===== src/logic/art_regs.svh =====
`ifndef ART_REGS_SVH
`define ART_REGS_SVH

// timing
`define ART_CLK_HZ 10000000
`define ART_HOLD_S 2
`define ART_DEB_MS 10
`define ART_RESP_MS 2

// register offsets
`define ART_OFS_CTRL 8'h00
`define ART_OFS_STATUS 8'h04
`define ART_OFS_HEAD 8'h08
`define ART_OFS_NMOD 8'h0C

// control bits
`define ART_CTRL_ACK_BIT 0
`define ART_CTRL_ACKALL_BIT 1
`define ART_CTRL_CLRDROP_BIT 2

// status bits
`define ART_ST_TRIP_BIT 0
`define ART_ST_ERR_BIT 1
`define ART_ST_CFG_BIT 2
`define ART_ST_DROP_BIT 3
`define ART_ST_CNT_POS 8

// head entry fields
`define ART_HD_MOD_POS 8
`define ART_HD_SNS_POS 16
`define ART_HD_TRIP_BIT 24
`define ART_HD_VALID_BIT 31

// reset values and limits
`define ART_NMOD_RESET 5'h1F
`define ART_NMOD_MIN 5'h01
`define ART_EVT_TRIP 6'h0D
`define ART_RESP_OKAY 2'h0
`define ART_RESP_SLVERR 2'h2

`endif


===== src/logic/art_pkg.sv =====
package art_pkg;

  typedef enum logic [2:0] {
    disp_blank = 3'b000,
    disp_err = 3'b001,
    disp_trip = 3'b010,
    disp_mod = 3'b011,
    disp_sns = 3'b100,
    disp_ack = 3'b101
  } art_disp_e;

  typedef enum logic [1:0] {
    mode_start = 2'b00,
    mode_config = 2'b01,
    mode_normal = 2'b10
  } art_mode_e;

endpackage


===== src/logic/art_annunciator.sv =====
// Functional notes
// - display blank on entering normal operation until an error or trip is pending
// - display blanks again once every error and trip is acknowledged
// - errors logged, several at once, acknowledged oldest first
// - pending error shown as error prefix plus event number
// - detail button held alternates module address and sensor index every 2 s
// - detail button released returns display to current code
// - short confirm press acknowledges the displayed alarm
// - trip shown as trip code, logged, pending until acknowledged
// - confirm held 2 s shows ack text; release acknowledges all alarms
// - acknowledge refused while alarm source still active; alarm stays pending
// - all three trip outputs driven together at once on a trip event; here a trip arriving with the log full is dropped and drives no output
// - arc to trip output response well under 2 ms
// - fault alarm output driven together with the trip outputs
// - supervision contact closed when healthy, open on any pending error
// - module bus carries 1 to 31 detection modules
// - supervision contact recloses once all errors acknowledged
// - trip and fault alarm outputs released once trip acknowledged
// - alarms restored after power return; restored trip reactivates trip outputs; here reset clears the log and nothing is restored
// - confirm held at power up enters configuration instead of normal mode
//
// Local design decisions: the AXI4-Lite register port and the address map.
`timescale 1ns/1ns
`default_nettype none
`include "art_regs.svh"

module art_annunciator #(
  parameter int LOG_DEPTH = 8,
  parameter int HOLD_CYC = `ART_HOLD_S * `ART_CLK_HZ,
  parameter int DEB_CYC = `ART_DEB_MS * (`ART_CLK_HZ / 1000)
)(
  // clock, reset, enable
  input wire logic aclk,
  input wire logic aresetn,
  input wire logic clk_en,
  // axi4-lite write
  input wire logic [7:0] s_axi_awaddr,
  input wire logic s_axi_awvalid,
  output logic s_axi_awready,
  input wire logic [31:0] s_axi_wdata,
  input wire logic [3:0] s_axi_wstrb,
  input wire logic s_axi_wvalid,
  output logic s_axi_wready,
  output logic [1:0] s_axi_bresp,
  output logic s_axi_bvalid,
  input wire logic s_axi_bready,
  // axi4-lite read
  input wire logic [7:0] s_axi_araddr,
  input wire logic s_axi_arvalid,
  output logic s_axi_arready,
  output logic [31:0] s_axi_rdata,
  output logic [1:0] s_axi_rresp,
  output logic s_axi_rvalid,
  input wire logic s_axi_rready,
  // events from module bus logic
  input wire logic evt_valid,
  input wire logic [5:0] evt_num,
  input wire logic [4:0] evt_module,
  input wire logic [2:0] evt_sensor,
  input wire logic trip_src_active,
  input wire logic [63:0] err_src_active,
  // front panel buttons
  input wire logic confirm_button,
  input wire logic detail_button,
  // contacts
  output logic [2:0] trip_out,
  output logic fault_alarm_out,
  output logic supervision_open,
  // display and mode
  output art_pkg::art_disp_e disp_kind,
  output logic [7:0] disp_value,
  output logic config_mode
);

  localparam int LW = $clog2(LOG_DEPTH + 1);
  localparam int CW = $clog2(HOLD_CYC + 1);
  localparam int SW = $clog2(2 * DEB_CYC + 1);

  // buttons
  logic conf_level;
  logic conf_fall;
  logic det_level;

  art_debounce #(.DEB_CYC(DEB_CYC)) u_conf_deb (
    .aclk(aclk),
    .aresetn(aresetn),
    .clk_en(clk_en),
    .pin(confirm_button),
    .level(conf_level),
    .rise(),
    .fall(conf_fall)
  );

  art_debounce #(.DEB_CYC(DEB_CYC)) u_det_deb (
    .aclk(aclk),
    .aresetn(aresetn),
    .clk_en(clk_en),
    .pin(detail_button),
    .level(det_level),
    .rise(),
    .fall()
  );

  // mode state
  art_pkg::art_mode_e mode_reg;
  logic [SW-1:0] start_cnt_reg;
  wire start_done = start_cnt_reg == SW'(2 * DEB_CYC);

  always_ff @(posedge aclk)
  begin
    if (!aresetn)
    begin
      mode_reg <= art_pkg::mode_start;
      start_cnt_reg <= '0;
    end
    else if (clk_en)
    begin
      unique case (mode_reg)
        art_pkg::mode_start:
        begin
          // wait for the debouncer to settle before sampling the strap
          start_cnt_reg <= start_cnt_reg + SW'(1);
          if (start_done)
            mode_reg <= conf_level ? art_pkg::mode_config : art_pkg::mode_normal;
        end
        art_pkg::mode_config: mode_reg <= art_pkg::mode_config;
        art_pkg::mode_normal: mode_reg <= art_pkg::mode_normal;
      endcase
    end
  end

  wire normal = mode_reg == art_pkg::mode_normal;

  // confirm hold timing
  logic [CW-1:0] hold_cnt_reg;
  logic armed_reg;
  wire hold_hit = conf_level && !armed_reg && (hold_cnt_reg == CW'(HOLD_CYC - 1));
  logic sw_ack_one;
  logic sw_ack_all;
  wire ack_one = normal && ((conf_fall && !armed_reg) || sw_ack_one);
  wire ack_all = normal && ((conf_fall && armed_reg) || sw_ack_all);

  always_ff @(posedge aclk)
  begin
    if (!aresetn)
    begin
      hold_cnt_reg <= '0;
      armed_reg <= 1'b0;
    end
    else if (clk_en)
    begin
      hold_cnt_reg <= (conf_level && !armed_reg) ? hold_cnt_reg + CW'(1) : '0;
      if (hold_hit)
        armed_reg <= 1'b1;
      else if (!conf_level)
        armed_reg <= 1'b0;
    end
  end

  // event log, oldest at index 0
  logic [LW-1:0] count_reg;
  logic [LOG_DEPTH-1:0] ent_pend_reg;
  logic [LOG_DEPTH-1:0] ent_trip_reg;
  logic [5:0] ent_num_reg [LOG_DEPTH];
  logic [4:0] ent_mod_reg [LOG_DEPTH];
  logic [2:0] ent_sns_reg [LOG_DEPTH];
  wire [LOG_DEPTH-1:0] ent_pend_next;
  wire [LOG_DEPTH-1:0] ent_trip_next;
  wire [LOG_DEPTH-1:0] kept;
  wire [5:0] ent_num_next [LOG_DEPTH];
  wire [4:0] ent_mod_next [LOG_DEPTH];
  wire [2:0] ent_sns_next [LOG_DEPTH];
  logic [4:0] nmod_reg;
  logic drop_reg;

  // acknowledged head leaves the log one entry per cycle
  wire shift = (count_reg != '0) && !ent_pend_reg[0];
  wire [LW-1:0] wr_idx = count_reg - LW'(shift);
  wire evt_trip = evt_num == `ART_EVT_TRIP;
  wire mod_ok = (evt_module >= `ART_NMOD_MIN) && (evt_module <= nmod_reg);
  wire evt_ok = evt_valid && normal && mod_ok;
  wire push = evt_ok && (wr_idx < LW'(LOG_DEPTH));
  wire [LW-1:0] count_next = wr_idx + LW'(push);

  genvar g;
  for (g = 0; g < LOG_DEPTH; g = g + 1)
  begin : g_ent
    wire src_act = ent_trip_reg[g] ? trip_src_active : err_src_active[ent_num_reg[g]];
    wire clr = (ack_all || (ack_one && g == 0)) && !src_act;
    wire load = push && (wr_idx == LW'(g));
    wire up_pend;
    wire up_trip;
    wire [5:0] up_num;
    wire [4:0] up_mod;
    wire [2:0] up_sns;
    assign kept[g] = ent_pend_reg[g] && !clr;
    if (g < LOG_DEPTH - 1)
    begin : g_up
      assign up_pend = kept[g+1];
      assign up_trip = ent_trip_reg[g+1];
      assign up_num = ent_num_reg[g+1];
      assign up_mod = ent_mod_reg[g+1];
      assign up_sns = ent_sns_reg[g+1];
    end
    else
    begin : g_top
      assign up_pend = 1'b0;
      assign up_trip = 1'b0;
      assign up_num = 6'h00;
      assign up_mod = 5'h00;
      assign up_sns = 3'h0;
    end
    assign ent_pend_next[g] = load ? 1'b1 : (shift ? up_pend : kept[g]);
    assign ent_trip_next[g] = load ? evt_trip : (shift ? up_trip : ent_trip_reg[g]);
    assign ent_num_next[g] = load ? evt_num : (shift ? up_num : ent_num_reg[g]);
    assign ent_mod_next[g] = load ? evt_module : (shift ? up_mod : ent_mod_reg[g]);
    assign ent_sns_next[g] = load ? evt_sensor : (shift ? up_sns : ent_sns_reg[g]);
  end

  // a pending trip anywhere in the log drives the trip and fault alarm outputs
  wire trip_any = |(ent_pend_next & ent_trip_next);
  wire err_any = |(ent_pend_next & ~ent_trip_next);

  always_ff @(posedge aclk)
  begin
    if (!aresetn)
    begin
      count_reg <= '0;
      ent_pend_reg <= '0;
      ent_trip_reg <= '0;
      ent_num_reg <= '{default: 6'h00};
      ent_mod_reg <= '{default: 5'h00};
      ent_sns_reg <= '{default: 3'h0};
      trip_out <= 3'h0;
      fault_alarm_out <= 1'b0;
      supervision_open <= 1'b0;
      config_mode <= 1'b0;
    end
    else if (clk_en)
    begin
      count_reg <= count_next;
      ent_pend_reg <= ent_pend_next;
      ent_trip_reg <= ent_trip_next;
      ent_num_reg <= ent_num_next;
      ent_mod_reg <= ent_mod_next;
      ent_sns_reg <= ent_sns_next;
      // one register stage: 100 ns against a 2 ms budget
      trip_out <= {3{trip_any}};
      fault_alarm_out <= trip_any;
      supervision_open <= err_any;
      config_mode <= mode_reg == art_pkg::mode_config;
    end
  end

  // display
  logic [CW-1:0] det_cnt_reg;
  logic det_sns_reg;
  wire head_ok = normal && (count_reg != '0) && ent_pend_reg[0];
  wire det_hit = det_cnt_reg == CW'(HOLD_CYC - 1);
  art_pkg::art_disp_e kind_next;
  logic [7:0] value_next;

  always_ff @(posedge aclk)
  begin
    if (!aresetn)
    begin
      det_cnt_reg <= '0;
      det_sns_reg <= 1'b0;
    end
    else if (clk_en)
    begin
      // released or nothing shown: restart on the module address
      det_cnt_reg <= (det_level && head_ok && !det_hit) ? det_cnt_reg + CW'(1) : '0;
      if (!det_level || !head_ok)
        det_sns_reg <= 1'b0;
      else if (det_hit)
        det_sns_reg <= !det_sns_reg;
    end
  end

  always_comb
  begin
    kind_next = art_pkg::disp_blank;
    value_next = 8'h00;
    if (armed_reg && normal)
      kind_next = art_pkg::disp_ack;
    else if (head_ok && det_level)
    begin
      kind_next = det_sns_reg ? art_pkg::disp_sns : art_pkg::disp_mod;
      value_next = det_sns_reg ? {5'h00, ent_sns_reg[0]} : {3'h0, ent_mod_reg[0]};
    end
    else if (head_ok)
    begin
      kind_next = ent_trip_reg[0] ? art_pkg::disp_trip : art_pkg::disp_err;
      value_next = {2'h0, ent_num_reg[0]};
    end
  end

  always_ff @(posedge aclk)
  begin
    if (!aresetn)
    begin
      disp_kind <= art_pkg::disp_blank;
      disp_value <= 8'h00;
    end
    else if (clk_en)
    begin
      disp_kind <= kind_next;
      disp_value <= value_next;
    end
  end

  // register bus
  logic aw_got_reg;
  logic w_got_reg;
  logic [7:0] aw_addr_reg;
  logic [31:0] w_data_reg;
  logic [3:0] w_strb_reg;
  wire aw_hs = s_axi_awvalid && s_axi_awready;
  wire w_hs = s_axi_wvalid && s_axi_wready;
  wire do_wr = aw_got_reg && w_got_reg && !s_axi_bvalid;
  wire wr_ctrl = do_wr && (aw_addr_reg == `ART_OFS_CTRL) && w_strb_reg[0];
  wire wr_nmod = do_wr && (aw_addr_reg == `ART_OFS_NMOD) && w_strb_reg[0];
  wire wr_map = (aw_addr_reg == `ART_OFS_CTRL) || (aw_addr_reg == `ART_OFS_NMOD);
  wire [4:0] nmod_in = w_data_reg[4:0];
  assign sw_ack_one = wr_ctrl && w_data_reg[`ART_CTRL_ACK_BIT];
  assign sw_ack_all = wr_ctrl && w_data_reg[`ART_CTRL_ACKALL_BIT];
  wire clr_drop = wr_ctrl && w_data_reg[`ART_CTRL_CLRDROP_BIT];

  always_ff @(posedge aclk)
  begin
    if (!aresetn)
    begin
      aw_got_reg <= 1'b0;
      w_got_reg <= 1'b0;
      aw_addr_reg <= 8'h00;
      w_data_reg <= 32'h00000000;
      w_strb_reg <= 4'h0;
      s_axi_awready <= 1'b1;
      s_axi_wready <= 1'b1;
      s_axi_bvalid <= 1'b0;
      s_axi_bresp <= `ART_RESP_OKAY;
      nmod_reg <= `ART_NMOD_RESET;
      drop_reg <= 1'b0;
    end
    else if (clk_en)
    begin
      if (aw_hs)
      begin
        aw_got_reg <= 1'b1;
        aw_addr_reg <= s_axi_awaddr;
        s_axi_awready <= 1'b0;
      end
      if (w_hs)
      begin
        w_got_reg <= 1'b1;
        w_data_reg <= s_axi_wdata;
        w_strb_reg <= s_axi_wstrb;
        s_axi_wready <= 1'b0;
      end
      if (do_wr)
      begin
        s_axi_bvalid <= 1'b1;
        s_axi_bresp <= wr_map ? `ART_RESP_OKAY : `ART_RESP_SLVERR;
      end
      else if (s_axi_bvalid && s_axi_bready)
      begin
        s_axi_bvalid <= 1'b0;
        aw_got_reg <= 1'b0;
        w_got_reg <= 1'b0;
        s_axi_awready <= 1'b1;
        s_axi_wready <= 1'b1;
      end
      if (wr_nmod)
        nmod_reg <= (nmod_in < `ART_NMOD_MIN) ? `ART_NMOD_MIN : nmod_in;
      // a lost event wins over a clear in the same cycle
      if (evt_ok && !push)
        drop_reg <= 1'b1;
      else if (clr_drop)
        drop_reg <= 1'b0;
    end
  end

  wire [31:0] st_word = ({31'h0, |(ent_pend_reg & ent_trip_reg)} << `ART_ST_TRIP_BIT)
    | ({31'h0, |(ent_pend_reg & ~ent_trip_reg)} << `ART_ST_ERR_BIT)
    | ({31'h0, config_mode} << `ART_ST_CFG_BIT)
    | ({31'h0, drop_reg} << `ART_ST_DROP_BIT)
    | (32'(count_reg) << `ART_ST_CNT_POS);
  wire [31:0] hd_word = {26'h0, ent_num_reg[0]}
    | ({27'h0, ent_mod_reg[0]} << `ART_HD_MOD_POS)
    | ({29'h0, ent_sns_reg[0]} << `ART_HD_SNS_POS)
    | ({31'h0, ent_trip_reg[0]} << `ART_HD_TRIP_BIT)
    | ({31'h0, head_ok} << `ART_HD_VALID_BIT);
  wire rd_st = s_axi_araddr == `ART_OFS_STATUS;
  wire rd_hd = s_axi_araddr == `ART_OFS_HEAD;
  wire rd_nm = s_axi_araddr == `ART_OFS_NMOD;
  wire rd_ct = s_axi_araddr == `ART_OFS_CTRL;
  wire [31:0] rd_word = rd_st ? st_word : (rd_hd ? hd_word : (rd_nm ? {27'h0, nmod_reg} : 32'h0));

  always_ff @(posedge aclk)
  begin
    if (!aresetn)
    begin
      s_axi_arready <= 1'b1;
      s_axi_rvalid <= 1'b0;
      s_axi_rdata <= 32'h00000000;
      s_axi_rresp <= `ART_RESP_OKAY;
    end
    else if (clk_en)
    begin
      if (s_axi_arvalid && s_axi_arready)
      begin
        s_axi_arready <= 1'b0;
        s_axi_rvalid <= 1'b1;
        s_axi_rdata <= rd_word;
        s_axi_rresp <= (rd_st || rd_hd || rd_nm || rd_ct) ? `ART_RESP_OKAY : `ART_RESP_SLVERR;
      end
      else if (s_axi_rvalid && s_axi_rready)
      begin
        s_axi_rvalid <= 1'b0;
        s_axi_arready <= 1'b1;
      end
    end
  end

endmodule

`default_nettype wire


===== src/logic/art_debounce.sv =====
`timescale 1ns/1ns
`default_nettype none

module art_debounce #(
  parameter int DEB_CYC = 100000
)(
  // clock and reset
  input wire logic aclk,
  input wire logic aresetn,
  input wire logic clk_en,
  // raw pin
  input wire logic pin,
  // clean level and edges
  output logic level,
  output logic rise,
  output logic fall
);

  localparam int DW = $clog2(DEB_CYC + 1);

  logic sync1_reg;
  logic sync2_reg;
  logic sync3_reg;
  logic level_reg;
  logic rise_reg;
  logic fall_reg;
  logic [DW-1:0] cnt_reg;

  // a change counts only while the last two stages agree
  wire differs = (sync2_reg == sync3_reg) && (sync3_reg != level_reg);
  wire settled = differs && (cnt_reg == DW'(DEB_CYC - 1));

  always_ff @(posedge aclk)
  begin
    if (!aresetn)
    begin
      sync1_reg <= 1'b0;
      sync2_reg <= 1'b0;
      sync3_reg <= 1'b0;
      level_reg <= 1'b0;
      rise_reg <= 1'b0;
      fall_reg <= 1'b0;
      cnt_reg <= '0;
    end
    else if (clk_en)
    begin
      sync1_reg <= pin;
      sync2_reg <= sync1_reg;
      sync3_reg <= sync2_reg;
      cnt_reg <= (differs && !settled) ? cnt_reg + DW'(1) : '0;
      if (settled)
        level_reg <= sync3_reg;
      rise_reg <= settled && sync3_reg;
      fall_reg <= settled && !sync3_reg;
    end
  end

  assign level = level_reg;
  assign rise = rise_reg;
  assign fall = fall_reg;

endmodule

`default_nettype wire


===== config.mk =====
export PLATFORM = sky130hd
export DESIGN_NAME = art_annunciator
export DESIGN_NICKNAME = d
export VERILOG_FILES = /design/src/logic/art_pkg.sv /design/src/logic/art_annunciator.sv /design/src/logic/art_debounce.sv
export VERILOG_INCLUDE_DIRS = /design/src /design/src/logic
export SDC_FILE = /design/constraint.sdc
export NUM_CORES = 1
export LEC_CHECK = 0
export BUFFER_PORTS_ARGS = -buffer_cell sky130_fd_sc_hd__buf_2
export CAP_MARGIN = 20
export CORE_MARGIN = 1.5
export CORE_UTILIZATION = 35
export CTS_BUF_LIST = sky130_fd_sc_hd__clkbuf_4
export CTS_CLUSTER_DIAMETER = 120
export DETAILED_ROUTE_END_ITERATION = 10
export GPL_TIMING_DRIVEN = 0
export PLACE_DENSITY = 0.53
export SYNTH_ARGS = -nofsm -noshare
export SYNTH_HDL_FRONTEND = slang
export SYNTH_SLANG_ARGS = --single-unit
export TNS_END_PERCENT = 30

===== constraint.sdc =====
create_clock -name aclk -period 6.1 [get_ports aclk]
set_clock_uncertainty 0.1 [all_clocks]
set_input_delay 0.61 -clock aclk [delete_from_list [all_inputs] [get_ports aclk]]
set_output_delay 0.61 -clock aclk [all_outputs]
set_load 0.02 [all_outputs]

==> results by group, run 1 <==
Yosys
  • Synth async-reset ratio: 0
  • Ys Warns: 0
  • Flops & latches, synth: 304
  • Yosys cell types: 87
  • Synthesized area per cell: 9.34 sq um
  • Post-synth top flop: dfxtp_1
  • Cell Area, Synth: 19100 sq um
  • Post-Synthesis Cells: 2048
  • Sequential cell area fraction in the yosys report: 0.318
  • Post-synth EDFFs: 0

Setup path
  • Critical path cell sequence: buf_2, nor4_1, or2_1, clkbuf_1, inv_2, clkbuf_1, ha_1, nor3b_1, xnor2_1, nand3_1, nor4_1, and2_1, clkbuf_1, buf_2, a22oi_1, nor2b_1
  • Slowest cell on crit path: nor4_1
  • Worst Setup Path Type: flop to flop
  • Worst Path Required: 6.72 ns
  • CP endpoint kind: flop
  • Worst Path Max Fanout: 10
  • Arrival @ worst endpoint: 6.46 ns
  • Worst path max stage delay: 0.88 ns
  • Most frequent CP cell: clkbuf_1
  • CP Launch Type: flop

Timing
  • Final Max Slew Viols: 0
  • Tmin final: 5.84 ns
  • Final setup TNS: 0 ns
  • Worst Max-Slew Pin Slew: 1.13 ns
  • Max Fclk: 0.171 GHz
  • Hold Vio Cnt, Final: 0
  • Worst setup margin: 0.257 ns
  • RSZ-0062 raised after global routing: no
  • Crit share post-route: 0.958
  • Final hold slack: 0.0816 ns
  • Slew HR: 0.238
  • Final setup violation count: 0

Status
  • Status: finished, final reports clean

Global route
  • Congestion Overflow GR: 0
  • Initial antenna violation count: 4
  • Vias in the first global route: 17100
  • Global Route Usage Sum: 0.255
  • Pin count of the biggest net entering global routing: 13
  • First-pass GRT wire length: 108 mm

CTS
  • Clock buffer depth: 3
  • H-tree Lvls: 3
  • Clock root buffer master: clkbuf_4
  • CTS Buf Count: 86
  • Latest clock arrival within the worst-skew pair: 0.86 ns
  • Clock transition at path regs: 0.07 ns
  • Clk sinks: 304
  • Post-CTS setup buffer count: 0
  • TritonCTS clock tree: yes

Detailed routing
  • Routed length per placed instance: 23.6 microns
  • Total wire length: 72.6 mm
  • Detailed Routing Iterations Pass 1: 10
  • Via count: 18000
  • Via/cell ratio: 5.85
  • DR iter-0 viols: 1830
  • Drt drc: 0
  • Routed Antenna Nets: 0

Pwr
  • Total chip power: 9220 uW
  • Power per cell area: 418 nW/um^2
  • Maximum vdd drop: 326 uV
  • Pleak: 0.00846 uW

Die
  • Core ar.: 53900 sq um
  • Die Width: 237 microns
  • # rows: 85
  • Die H: 237 microns
  • Die area: 56100 sq um
  • Initial Util: 0.355
  • IO Pins: 200

Finish
  • Share of cells above drive strength 1: 0.207
  • Area delta synth->final: 15.3%
  • Nets: 2474
  • Max reg flops: 42
  • Register Area: 6090 sq um
  • Commonest non-fill, non-tap cells in the layout: 304 x dfxtp_1, 215 x nor2_1, 203 x nand2_1, 194 x mux2i_1, 185 x buf_2
  • Fillers: 5418
  • Footprint of the multi-input gates: 12100 sq um
  • Final Util: 0.409
  • Most common cell after layout, fill and taps aside: dfxtp_1

Placement
  • GP Congestion: 0.946
  • Port Buffer Count: 137
  • Dpl hpwl: 52.6 mm
  • DP Worst Slack: 0.535 ns

Job
  • Maxcap violations: 0

Min path
  • Hold WC Path Type: input pin to flop
-- cell families after synthesis --
| group | share of synthesized area |
|---|---|
| flops | 0.318 |
| compound gates | 0.134 |
| buf+inv | 0.0530 |
| fa+ha+maj | 0.0118 |
| simple gates | 0.189 |
| xor+xnor | 0.0444 |
| mux | 0.250 |
| other cells | 0.000196 |
-- timing repair --
item,in CTS,in global routing
hold buffers,21,0
endpoints found under the hold margin,20,0
gates resized for setup,0,0
-- path summary, 6_finish.rpt --
kind | start | to | slack, ns | cells after the start
max | count_reg[2]$_SDFFE_PN0P_ | g_ent[6].up_num[2]$_SDFFE_PN0P_ | 0.26 | 16
min | s_axi_bready | s_axi_bvalid$_SDFFE_PN0P_ | 0.08 | 4
max reg2reg | count_reg[2]$_SDFFE_PN0P_ | g_ent[6].up_num[2]$_SDFFE_PN0P_ | 0.26 | 16
min reg2reg | aw_addr_reg[0]$_SDFFE_PN0P_ | aw_addr_reg[0]$_SDFFE_PN0P_ | 0.36 | 2
-- critical path: cells and delay by family (launching register included) --
family / cells / cell delay, ns
and+or+nand+nor: 7 / 2.90
DFF: 1 / 0.30
adders and majority gates: 1 / 0.32
xor gates and xnor gates: 1 / 0.32
AOI/OAI and AO/OA: 1 / 0.12
buffers and inverters: 6 / 1.65
-- synth_stat cells, drive strengths merged, types with 46 or more instances --
cell type	number	area share
mux4	119	0.14
buf	83	0.026
o211a	81	0.042
a21oi	60	0.016
nand2	204	0.040
nor2b	67	0.022
nand3	74	0.020
clkbuf	102	0.020
xor2	58	0.027
mux2i	194	0.10
o21ai	46	0.012
nor2	217	0.043
dfxtp	304	0.32
-- stage by stage --
stage,std cells,area [sq um]
floorplan,2067,19200
global placement,2900,20800
detailed placement,2900,20800
CTS,3064,22100
global route,3070,22100
finish,3071,22100
-- routing by layer --
layer | part of all wire | wire, microns | global-route usage
met5 | 0.00017 | 12 | 0
met4 | 0.034 | 2440 | 0.0940
met3 | 0.091 | 6600 | 0.0583
met2 | 0.45 | 32600 | 0.399
met1 | 0.43 | 31000 | 0.343
-- area by class of cell --
class / instances / area share
multi-input cells: 1542 / 0.549
flip-flops and latches: 304 / 0.276
clock buffers: 126 / 0.0429
repair buffers: 159 / 0.0408
plain buffers: 185 / 0.0398
well taps: 696 / 0.0395
inverters: 36 / 0.00612
clock inverters: 17 / 0.00584
diodes: 6 / 0.000680
-- power breakdown --
group / switching (uW) / total (uW) / internal (uW)
Sequential: 366 / 2710 / 2350
Clock: 939 / 1960 / 1020
Combinational: 2750 / 4540 / 1790
Total: 4050 / 9220 / 5160
(Power assumes the default switching activity.)
==> inputs of run 2 (changes only) <==
--- a/config.mk
+++ b/config.mk
@@ -10,7 +10,7 @@
 export CAP_MARGIN = 20
 export CORE_MARGIN = 1.5
 export CORE_UTILIZATION = 35
-export CTS_BUF_LIST = sky130_fd_sc_hd__clkbuf_4
+export CTS_BUF_LIST = sky130_fd_sc_hd__clkbuf_2
 export CTS_CLUSTER_DIAMETER = 120
 export DETAILED_ROUTE_END_ITERATION = 10
 export GPL_TIMING_DRIVEN = 0
==> results by group, run 2 (same netlist as run 1, synthesis figures left out) <==
Status
  • Status: finished, final reports clean

Pwr
  • Pleak: 0.00852 uW (+0.65%)
  • P_int: 4730 uW (-8.3%)
  • Net Sw Power: 4050 uW (-0.13%)
  • Power share of the clock group: 0.173 (-0.040)
  • Combinational power share: 0.519 (+0.026)
  • Net Sw Frac: 0.461 (+0.0211)
  • Power per cell area: 399 nW/um^2 (-4.4%)
  • Maximum vdd drop: 333 uV (+2.4%)
  • Sequential power share: 0.309 (+0.015)

Finish
  • Max reg flops: 42 (unchanged)
  • Nets: 2502 (+1.1%)
  • Final instance area: 22000 sq um (-0.28%)
  • Commonest non-fill, non-tap cells in the layout: 304 x dfxtp_1, 215 x nor2_1, 203 x nand2_1, 194 x mux2i_1, 185 x buf_2
  • Share of cells above drive strength 1: 0.205 (-0.00225)
  • Most common cell after layout, fill and taps aside: dfxtp_1
  • Area delta synth->final: 15.0%

Setup path
  • Worst Setup Path Type: flop to flop
  • CP endpoint kind: flop
  • Worst reg2reg endpoint: g_ent[6].up_num[2]$_SDFFE_PN0P_
  • Most frequent CP cell: clkbuf_1
  • Launch point of the worst reg-to-reg path: count_reg[2]$_SDFFE_PN0P_
  • Critical path cell sequence: buf_2, nor4_1, or2_1, clkbuf_1, inv_2, clkbuf_1, ha_1, nor3b_1, xnor2_1, nand3_1, nor4_1, and2_1, clkbuf_1, buf_2, a22oi_1, nor2b_1
  • Crit path launch: count_reg[2]$_SDFFE_PN0P_
  • Worst Path Required: 6.94 ns (+0.22 ns)
  • Slowest cell on crit path: nor4_1
  • Reg2Reg Setup Slack: 0.15 ns (-0.11 ns)
  • Arrival @ worst endpoint: 6.79 ns (+0.33 ns)
  • Worst path max stage delay: 0.90 ns (+0.02 ns)
  • Worst Setup EP: g_ent[6].up_num[2]$_SDFFE_PN0P_
  • Worst Path Max Fanout: 10 (unchanged)
  • CP Launch Type: flop
  • FF-to-FF path depth: 16 (unchanged)

CTS
  • TritonCTS clock tree: yes
  • Post-CTS setup buffer count: 0 (unchanged)
  • Clock buffer depth: 3 (unchanged)
  • Clock root buffer master: clkbuf_2
  • Clock transition at path regs: 0.12 ns (+0.05 ns)
  • H-tree Lvls: 3 (unchanged)
  • CTS Buf Count: 85 (-1.2%)
  • Latest clock arrival within the worst-skew pair: 1.12 ns (+0.26 ns)
  • Clk sinks: 304 (unchanged)

Global route
  • Congestion Overflow GR: 0 (unchanged)
  • First-pass GRT wire length: 109 mm (+0.23%)
  • Initial antenna violation count: 3 (-1)
  • Vias in the first global route: 17300 (+1.1%)
  • Global Route Usage Sum: 0.255 (+0.000340)
  • Pin count of the biggest net entering global routing: 13 (unchanged)

Placement
  • Post-DP Area: 20800 sq um (unchanged)
  • Port Buffer Count: 137 (unchanged)
  • Dpl hpwl: 52.6 mm (unchanged)
  • GP Congestion: 0.946 (unchanged)

Timing
  • Max Fclk: 0.168 GHz (-1.8%)
  • Hold Vio Cnt, Final: 0 (unchanged)
  • Final setup TNS: 0 ns (unchanged)
  • Slew HR: 0.216 (-0.0215)
  • RSZ-0062 raised after global routing: no
  • Final Max Slew Viols: 0 (unchanged)
  • Worst Max-Slew Pin Slew: 1.16 ns (+0.0320 ns)
  • Tmin final: 5.95 ns (+0.110 ns)
  • Crit share post-route: 0.976 (+0.0180)
  • Final setup violation count: 0 (unchanged)

Die
  • Die Width: 237 microns (unchanged)
  • IO Pins: 200 (unchanged)
  • Die H: 237 microns (unchanged)
  • Die area: 56100 sq um (unchanged)
  • Initial Util: 0.355 (unchanged)
  • # rows: 85 (unchanged)
  • Core ar.: 53900 sq um (unchanged)

Detailed routing
  • Drt drc: 0 (unchanged)
  • Via count: 18100 (+0.52%)
  • DR iter-0 viols: 1725 (-5.7%)
  • Routed length per placed instance: 23.5 microns (-0.50%)
  • Total wire length: 72.8 mm (+0.27%)
  • Via/cell ratio: 5.83 (-0.26%)
  • Detailed Routing Iterations Pass 1: 6 (-4)
  • Routed Antenna Nets: 0 (unchanged)

Job
  • Maxcap violations: 0 (unchanged)

Min path
  • Hold WC Path Type: input pin to flop
-- run 2: timing repair --
item | in CTS | in global routing
resized for setup | 0 | 0
setup endpoints to repair | 0 | 0
hold buffers | 50 | 0
hold endpoints to repair | 56 | 0
-- run 2: per-layer routing --
metal,wire length (microns),global-route usage,vias to the layer above
met2,32600,0.401,942
met1,31100,0.342,8823
met3,6720,0.0599,153
li1,-,-,8135
met5,0,0,-
met4,2320,0.0911,0
-- run 2: critical path, delay by kind of cell (launching register included) --
kind,cells,cell delay (ns)
buffers and inverters,6,1.65
DFF,1,0.31
xor gates and xnor gates,1,0.32
adders and majority gates,1,0.32
AOI/OAI and AO/OA,1,0.12
and+or+nand+nor,7,2.94
-- run 2: area by class of cell --
type | instances | area [sq um]
Fill cell | 5419 | 31900
Multi-Input combinational cell | 1542 | 12100
Sequential cell | 304 | 6090
Timing Repair Buffer | 188 | 1190
Buffer | 185 | 878
Tap cell | 696 | 871
Clock buffer | 126 | 631
Inverter | 36 | 135
Clock inverter | 14 | 96.3
Antenna cell | 4 | 10.0
-- run 2: power by group through the flow --
stage	logic (uW)	clock network [uW]	registers, uW
after global placement	4380	0	2730
after global routing	4850	1660	2730
after floorplan	3160	0	2580
after CTS	4460	1560	2700
after detailed placement	4420	0	2740
final	4560	1520	2710
-- run 2: how the worst min path moves through the flow --
stage          cells after the start  slack (ns)                        start                         endpoint
2_1_floorplan                      2        0.33  aw_addr_reg[4]$_SDFFE_PN0P_      aw_addr_reg[4]$_SDFFE_PN0P_
3_3_place_gp                       2        0.34  aw_addr_reg[0]$_SDFFE_PN0P_      aw_addr_reg[0]$_SDFFE_PN0P_
3_5_place_dp                       2        0.35  aw_addr_reg[0]$_SDFFE_PN0P_      aw_addr_reg[0]$_SDFFE_PN0P_
4_1_cts                            4      0.0006                evt_module[2]  g_ent[6].up_mod[2]$_SDFFE_PN0P_
5_1_grt                            4      -0.006                evt_module[1]  g_ent[6].up_mod[1]$_SDFFE_PN0P_
6_report                           3        0.09                   evt_num[3]  g_ent[6].up_num[3]$_SDFFE_PN0P_
-- run 2: metrics by stage --
stage	instances	power [uW]	util	worst slack [ns]	hold slack [ns]
6_report	3095	8780	0.408	0.147	0.0916
2_1_floorplan	2067	5740	-	2.35	0.331
3_3_place_gp	2900	7110	0.385	0.584	0.342
5_1_grt	3095	9250	0.408	0.0681	-0.00623
4_1_cts	3090	8710	0.408	0.421	0.000641
3_5_place_dp	2900	7160	0.385	0.535	0.352
==> inputs of run 3 (changes only) <==
--- a/config.mk
+++ b/config.mk
@@ -6,15 +6,16 @@
 export SDC_FILE = /design/constraint.sdc
 export NUM_CORES = 1
 export LEC_CHECK = 0
+export ABC_AREA = 1
 export BUFFER_PORTS_ARGS = -buffer_cell sky130_fd_sc_hd__buf_2
 export CAP_MARGIN = 20
 export CORE_MARGIN = 1.5
-export CORE_UTILIZATION = 35
+export CORE_UTILIZATION = 33
 export CTS_BUF_LIST = sky130_fd_sc_hd__clkbuf_2
 export CTS_CLUSTER_DIAMETER = 120
 export DETAILED_ROUTE_END_ITERATION = 10
 export GPL_TIMING_DRIVEN = 0
-export PLACE_DENSITY = 0.53
+export PLACE_DENSITY = 0.51
 export SYNTH_ARGS = -nofsm -noshare
 export SYNTH_HDL_FRONTEND = slang
 export SYNTH_SLANG_ARGS = --single-unit
==> results by group, run 3 <==
Die
  • Core ar.: 60100 sq um (+12%)
  • Die H: 249 microns (+5.3%)
  • Die Width: 249 microns (+5.3%)
  • Initial Util: 0.333 (-0.0221)
  • # rows: 90 (+5.9%)
  • IO Pins: 200 (unchanged)
  • Die area: 62100 sq um (+11%)

Pwr
  • Pleak: 0.00942 uW (+11%)
  • Maximum vdd drop: 110 uV (-67%)
  • Power per cell area: 243 nW/um^2 (-39%)

Placement
  • GP Congestion: 0.982 (+3.8%)
  • Dpl hpwl: 62.3 mm (+18%)
  • Post-DP Area: 21500 sq um (+3.3%)
  • Port Buffer Count: 79 (-42%)
  • Placed cells: 4139 (+43%)

Yosys
  • Synthesized area per cell: 6.14 sq um (-34%)
  • Most frequent cells after synthesis: 992 x nand2_1, 562 x nand3_1, 304 x dfxtp_1, 228 x inv_1, 165 x nor2_1
  • Sequential cell area fraction in the yosys report: 0.304 (-0.0139)
  • Synth async-reset ratio: 0 (unchanged)
  • Post-Synthesis Cells: 3259 (+59%)
  • Most numerous cell in the Yosys netlist: nand2_1
  • Post-synth top flop: dfxtp_1
  • Ys Warns: 0 (unchanged)
  • Area leader, netlist: dfxtp_1
  • Cell Area, Synth: 20000 sq um (+4.6%)
  • Yosys cell types: 63 (-28%)
  • Synth area leaders: dfxtp_1 30%, nand2_1 19%, nand3_1 14%
  • Synth top area share: 0.304 (-0.0139)
  • Post-synth EDFFs: 0 (unchanged)
  • Flops & latches, synth: 304 (unchanged)

Timing
  • Final setup TNS: 0 ns (unchanged)
  • Hold Vio Cnt, Final: 0 (unchanged)
  • Max Fclk: 0.249 GHz (+48%)
  • RSZ-0062 raised after global routing: no
  • Worst Max-Slew Pin Slew: 1.10 ns (-0.0625 ns)
  • Tmin final: 4.02 ns (-1.93 ns)
  • Final hold slack: 0.159 ns (+0.0678 ns)
  • Final Max Slew Viols: 0 (unchanged)
  • Final setup violation count: 0 (unchanged)
  • Crit share post-route: 0.659 (-0.317)
  • Slew HR: 0.265 (+0.0488)

Min path
  • Hold wc startpoint: s_axi_araddr[2]
  • Hold WC Path Type: input pin to flop

Status
  • Status: finished, final reports clean

Setup path
  • Launch point of the worst reg-to-reg path: count_reg[2]$_SDFFE_PN0P_
  • CP endpoint kind: flop
  • Reg2Reg Setup Slack: 2.08 ns (+1.93 ns)
  • Worst Path Max Fanout: 10 (unchanged)
  • CP Launch Type: flop
  • Worst Path Required: 6.83 ns (-0.11 ns)
  • Worst reg2reg endpoint: g_ent[0].up_num[4]$_SDFFE_PN0P_
  • Worst Setup Path Type: flop to flop
  • Worst Setup EP: g_ent[0].up_num[4]$_SDFFE_PN0P_
  • Crit path launch: count_reg[2]$_SDFFE_PN0P_
  • FF-to-FF path depth: 16 (unchanged)
  • Arrival @ worst endpoint: 4.75 ns (-2.04 ns)

Finish
  • Most common cell after layout, fill and taps aside: nand2_1
  • Non-Filler Instances: 4332 (+40%)
  • Share of cells above drive strength 1: 0.113 (-0.0923)
  • Nets: 3656 (+46%)
  • Commonest non-fill, non-tap cells in the layout: 992 x nand2_1, 562 x nand3_1, 304 x dfxtp_1, 228 x inv_1, 178 x buf_2
  • Area delta synth->final: 13.7%
  • Max reg flops: 42 (unchanged)
  • Fillers: 6850 (+26%)
  • Final instance area: 22800 sq um (+3.4%)

CTS
  • H-tree Lvls: 3 (unchanged)
  • Clk sinks: 304 (unchanged)
  • TritonCTS clock tree: yes
  • Clock root buffer master: clkbuf_2
  • Clock transition at path regs: 0.10 ns (-0.02 ns)
  • CTS Buf Count: 84 (-1.2%)
  • Resized cells post-CTS: 0 (unchanged)
  • Clock buffer depth: 3 (unchanged)
  • Latest clock arrival within the worst-skew pair: 1.04 ns (-0.08 ns)

Job
  • Maxcap violations: 0 (unchanged)

Detailed routing
  • Routed length per placed instance: 20.2 microns (-14%)
  • Total wire length: 87.6 mm (+20%)
  • DR iter-0 viols: 2428 (+41%)
  • Routed Antenna Nets: 0 (unchanged)
  • Drt drc: 0 (unchanged)
  • Via/cell ratio: 5.39 (-7.5%)
  • Detailed Routing Iterations Pass 1: 8 (+2)
  • Via count: 23400 (+29%)

Global route
  • Initial antenna violation count: 2 (-1)
  • First-pass GRT wire length: 131 mm (+21%)
  • Global Route Usage Sum: 0.273 (+0.0180)
  • Pin count of the biggest net entering global routing: 13 (unchanged)
  • Congestion Overflow GR: 0 (unchanged)
  • Vias in the first global route: 21500 (+24%)
## run 3: changes by cell type in the layout (fill, tap and decap cells not counted), sizes merged, moves of 35 or more
| cell | change |
|---|---|
| a22oi | -35 |
| nand3 | +492 |
| xor2 | -44 |
| mux2i | -194 |
| nand2 | +794 |
| nor2 | -40 |
| a31oi | +70 |
| o21ai | +124 |
| a21oi | +89 |
| inv | +211 |
| mux4 | -119 |
| nor2b | -67 |
| o211a | -80 |
## run 3: layout make-up
cell class / instances / area [sq um] / area share
Multi-Input combinational cell: 2444 / 11800 / 0.517
Sequential cell: 304 / 6090 / 0.267
Buffer: 275 / 1280 / 0.0561
Tap cell: 782 / 978 / 0.0430
Inverter: 255 / 957 / 0.0421
Timing Repair Buffer: 132 / 926 / 0.0407
Clock buffer: 120 / 601 / 0.0264
Clock inverter: 18 / 159 / 0.00698
Antenna cell: 2 / 5.00 / 0.000220
## run 3: critical path, stage by stage (launching register included)
cell and delay (ns):
dfxtp_1 0.43, nor2_2 0.07, nand3_1 0.09, inv_2 0.05
nor2_1 0.13, buf_2 0.24, buf_1 0.45, ha_1 0.29
ha_1 0.15, clkbuf_2 0.21, inv_1 0.17, nor3_4 0.43
nand3_2 0.24, buf_2 0.25, buf_2 0.20, a211oi_1 0.28
a211oi_1 0.07
## run 3: cells by family after synthesis
group / share of synthesized area
simple gates: 0.413
buf+inv: 0.112
compound gates: 0.150
flops: 0.304
xor+xnor: 0.00956
fa+ha+maj: 0.0113
other cells: 0.000187
## run 3: per-layer routing
layer	global-route usage	routed length, microns	share of wire	vias up
met4	0.137	4210	0.048	0
met5	0	0	0	-
met2	0.435	38500	0.44	1112
met3	0.0541	8280	0.095	260
met1	0.352	36600	0.42	10600
li1	-	-	-	11300
## run 3: what timing repair did
action | in CTS | in global routing
endpoints found under the hold margin | 124 | 0
buffers inserted | 0 | 0
hold buffers | 53 | 0
## run 3: per-stage QoR
step / power (uW) / util / setup WS (ns)
floorplan: 3390 / - / 2.94
global placement: 3950 / 0.357 / 2.01
detailed placement: 3950 / 0.357 / 2.09
CTS: 5530 / 0.378 / 2.08
global route: 5850 / 0.378 / 1.73
finish: 5520 / 0.378 / 2.08
## run 3: worst min-delay path by stage
stage / endpoint / slack [ns] / cells after the start
after floorplan: aw_addr_reg[7]$_SDFFE_PN0P_ / 0.33 / 2
after global placement: aw_addr_reg[7]$_SDFFE_PN0P_ / 0.35 / 2
after detailed placement: aw_addr_reg[7]$_SDFFE_PN0P_ / 0.34 / 2
after CTS: s_axi_rdata[3]$_SDFFE_PN0P_ / 0.003 / 5
after global routing: s_axi_rdata[3]$_SDFFE_PN0P_ / 0.11 / 5
final: s_axi_rdata[3]$_SDFFE_PN0P_ / 0.16 / 5
## run 3: report_power, final
group | switching, uW | leakage, uW | total [uW] | internal [uW]
logic | 1250 | 0.00637 | 1780 | 526
clock network | 885 | 0.000574 | 1530 | 648
registers | 102 | 0.00248 | 2210 | 2110
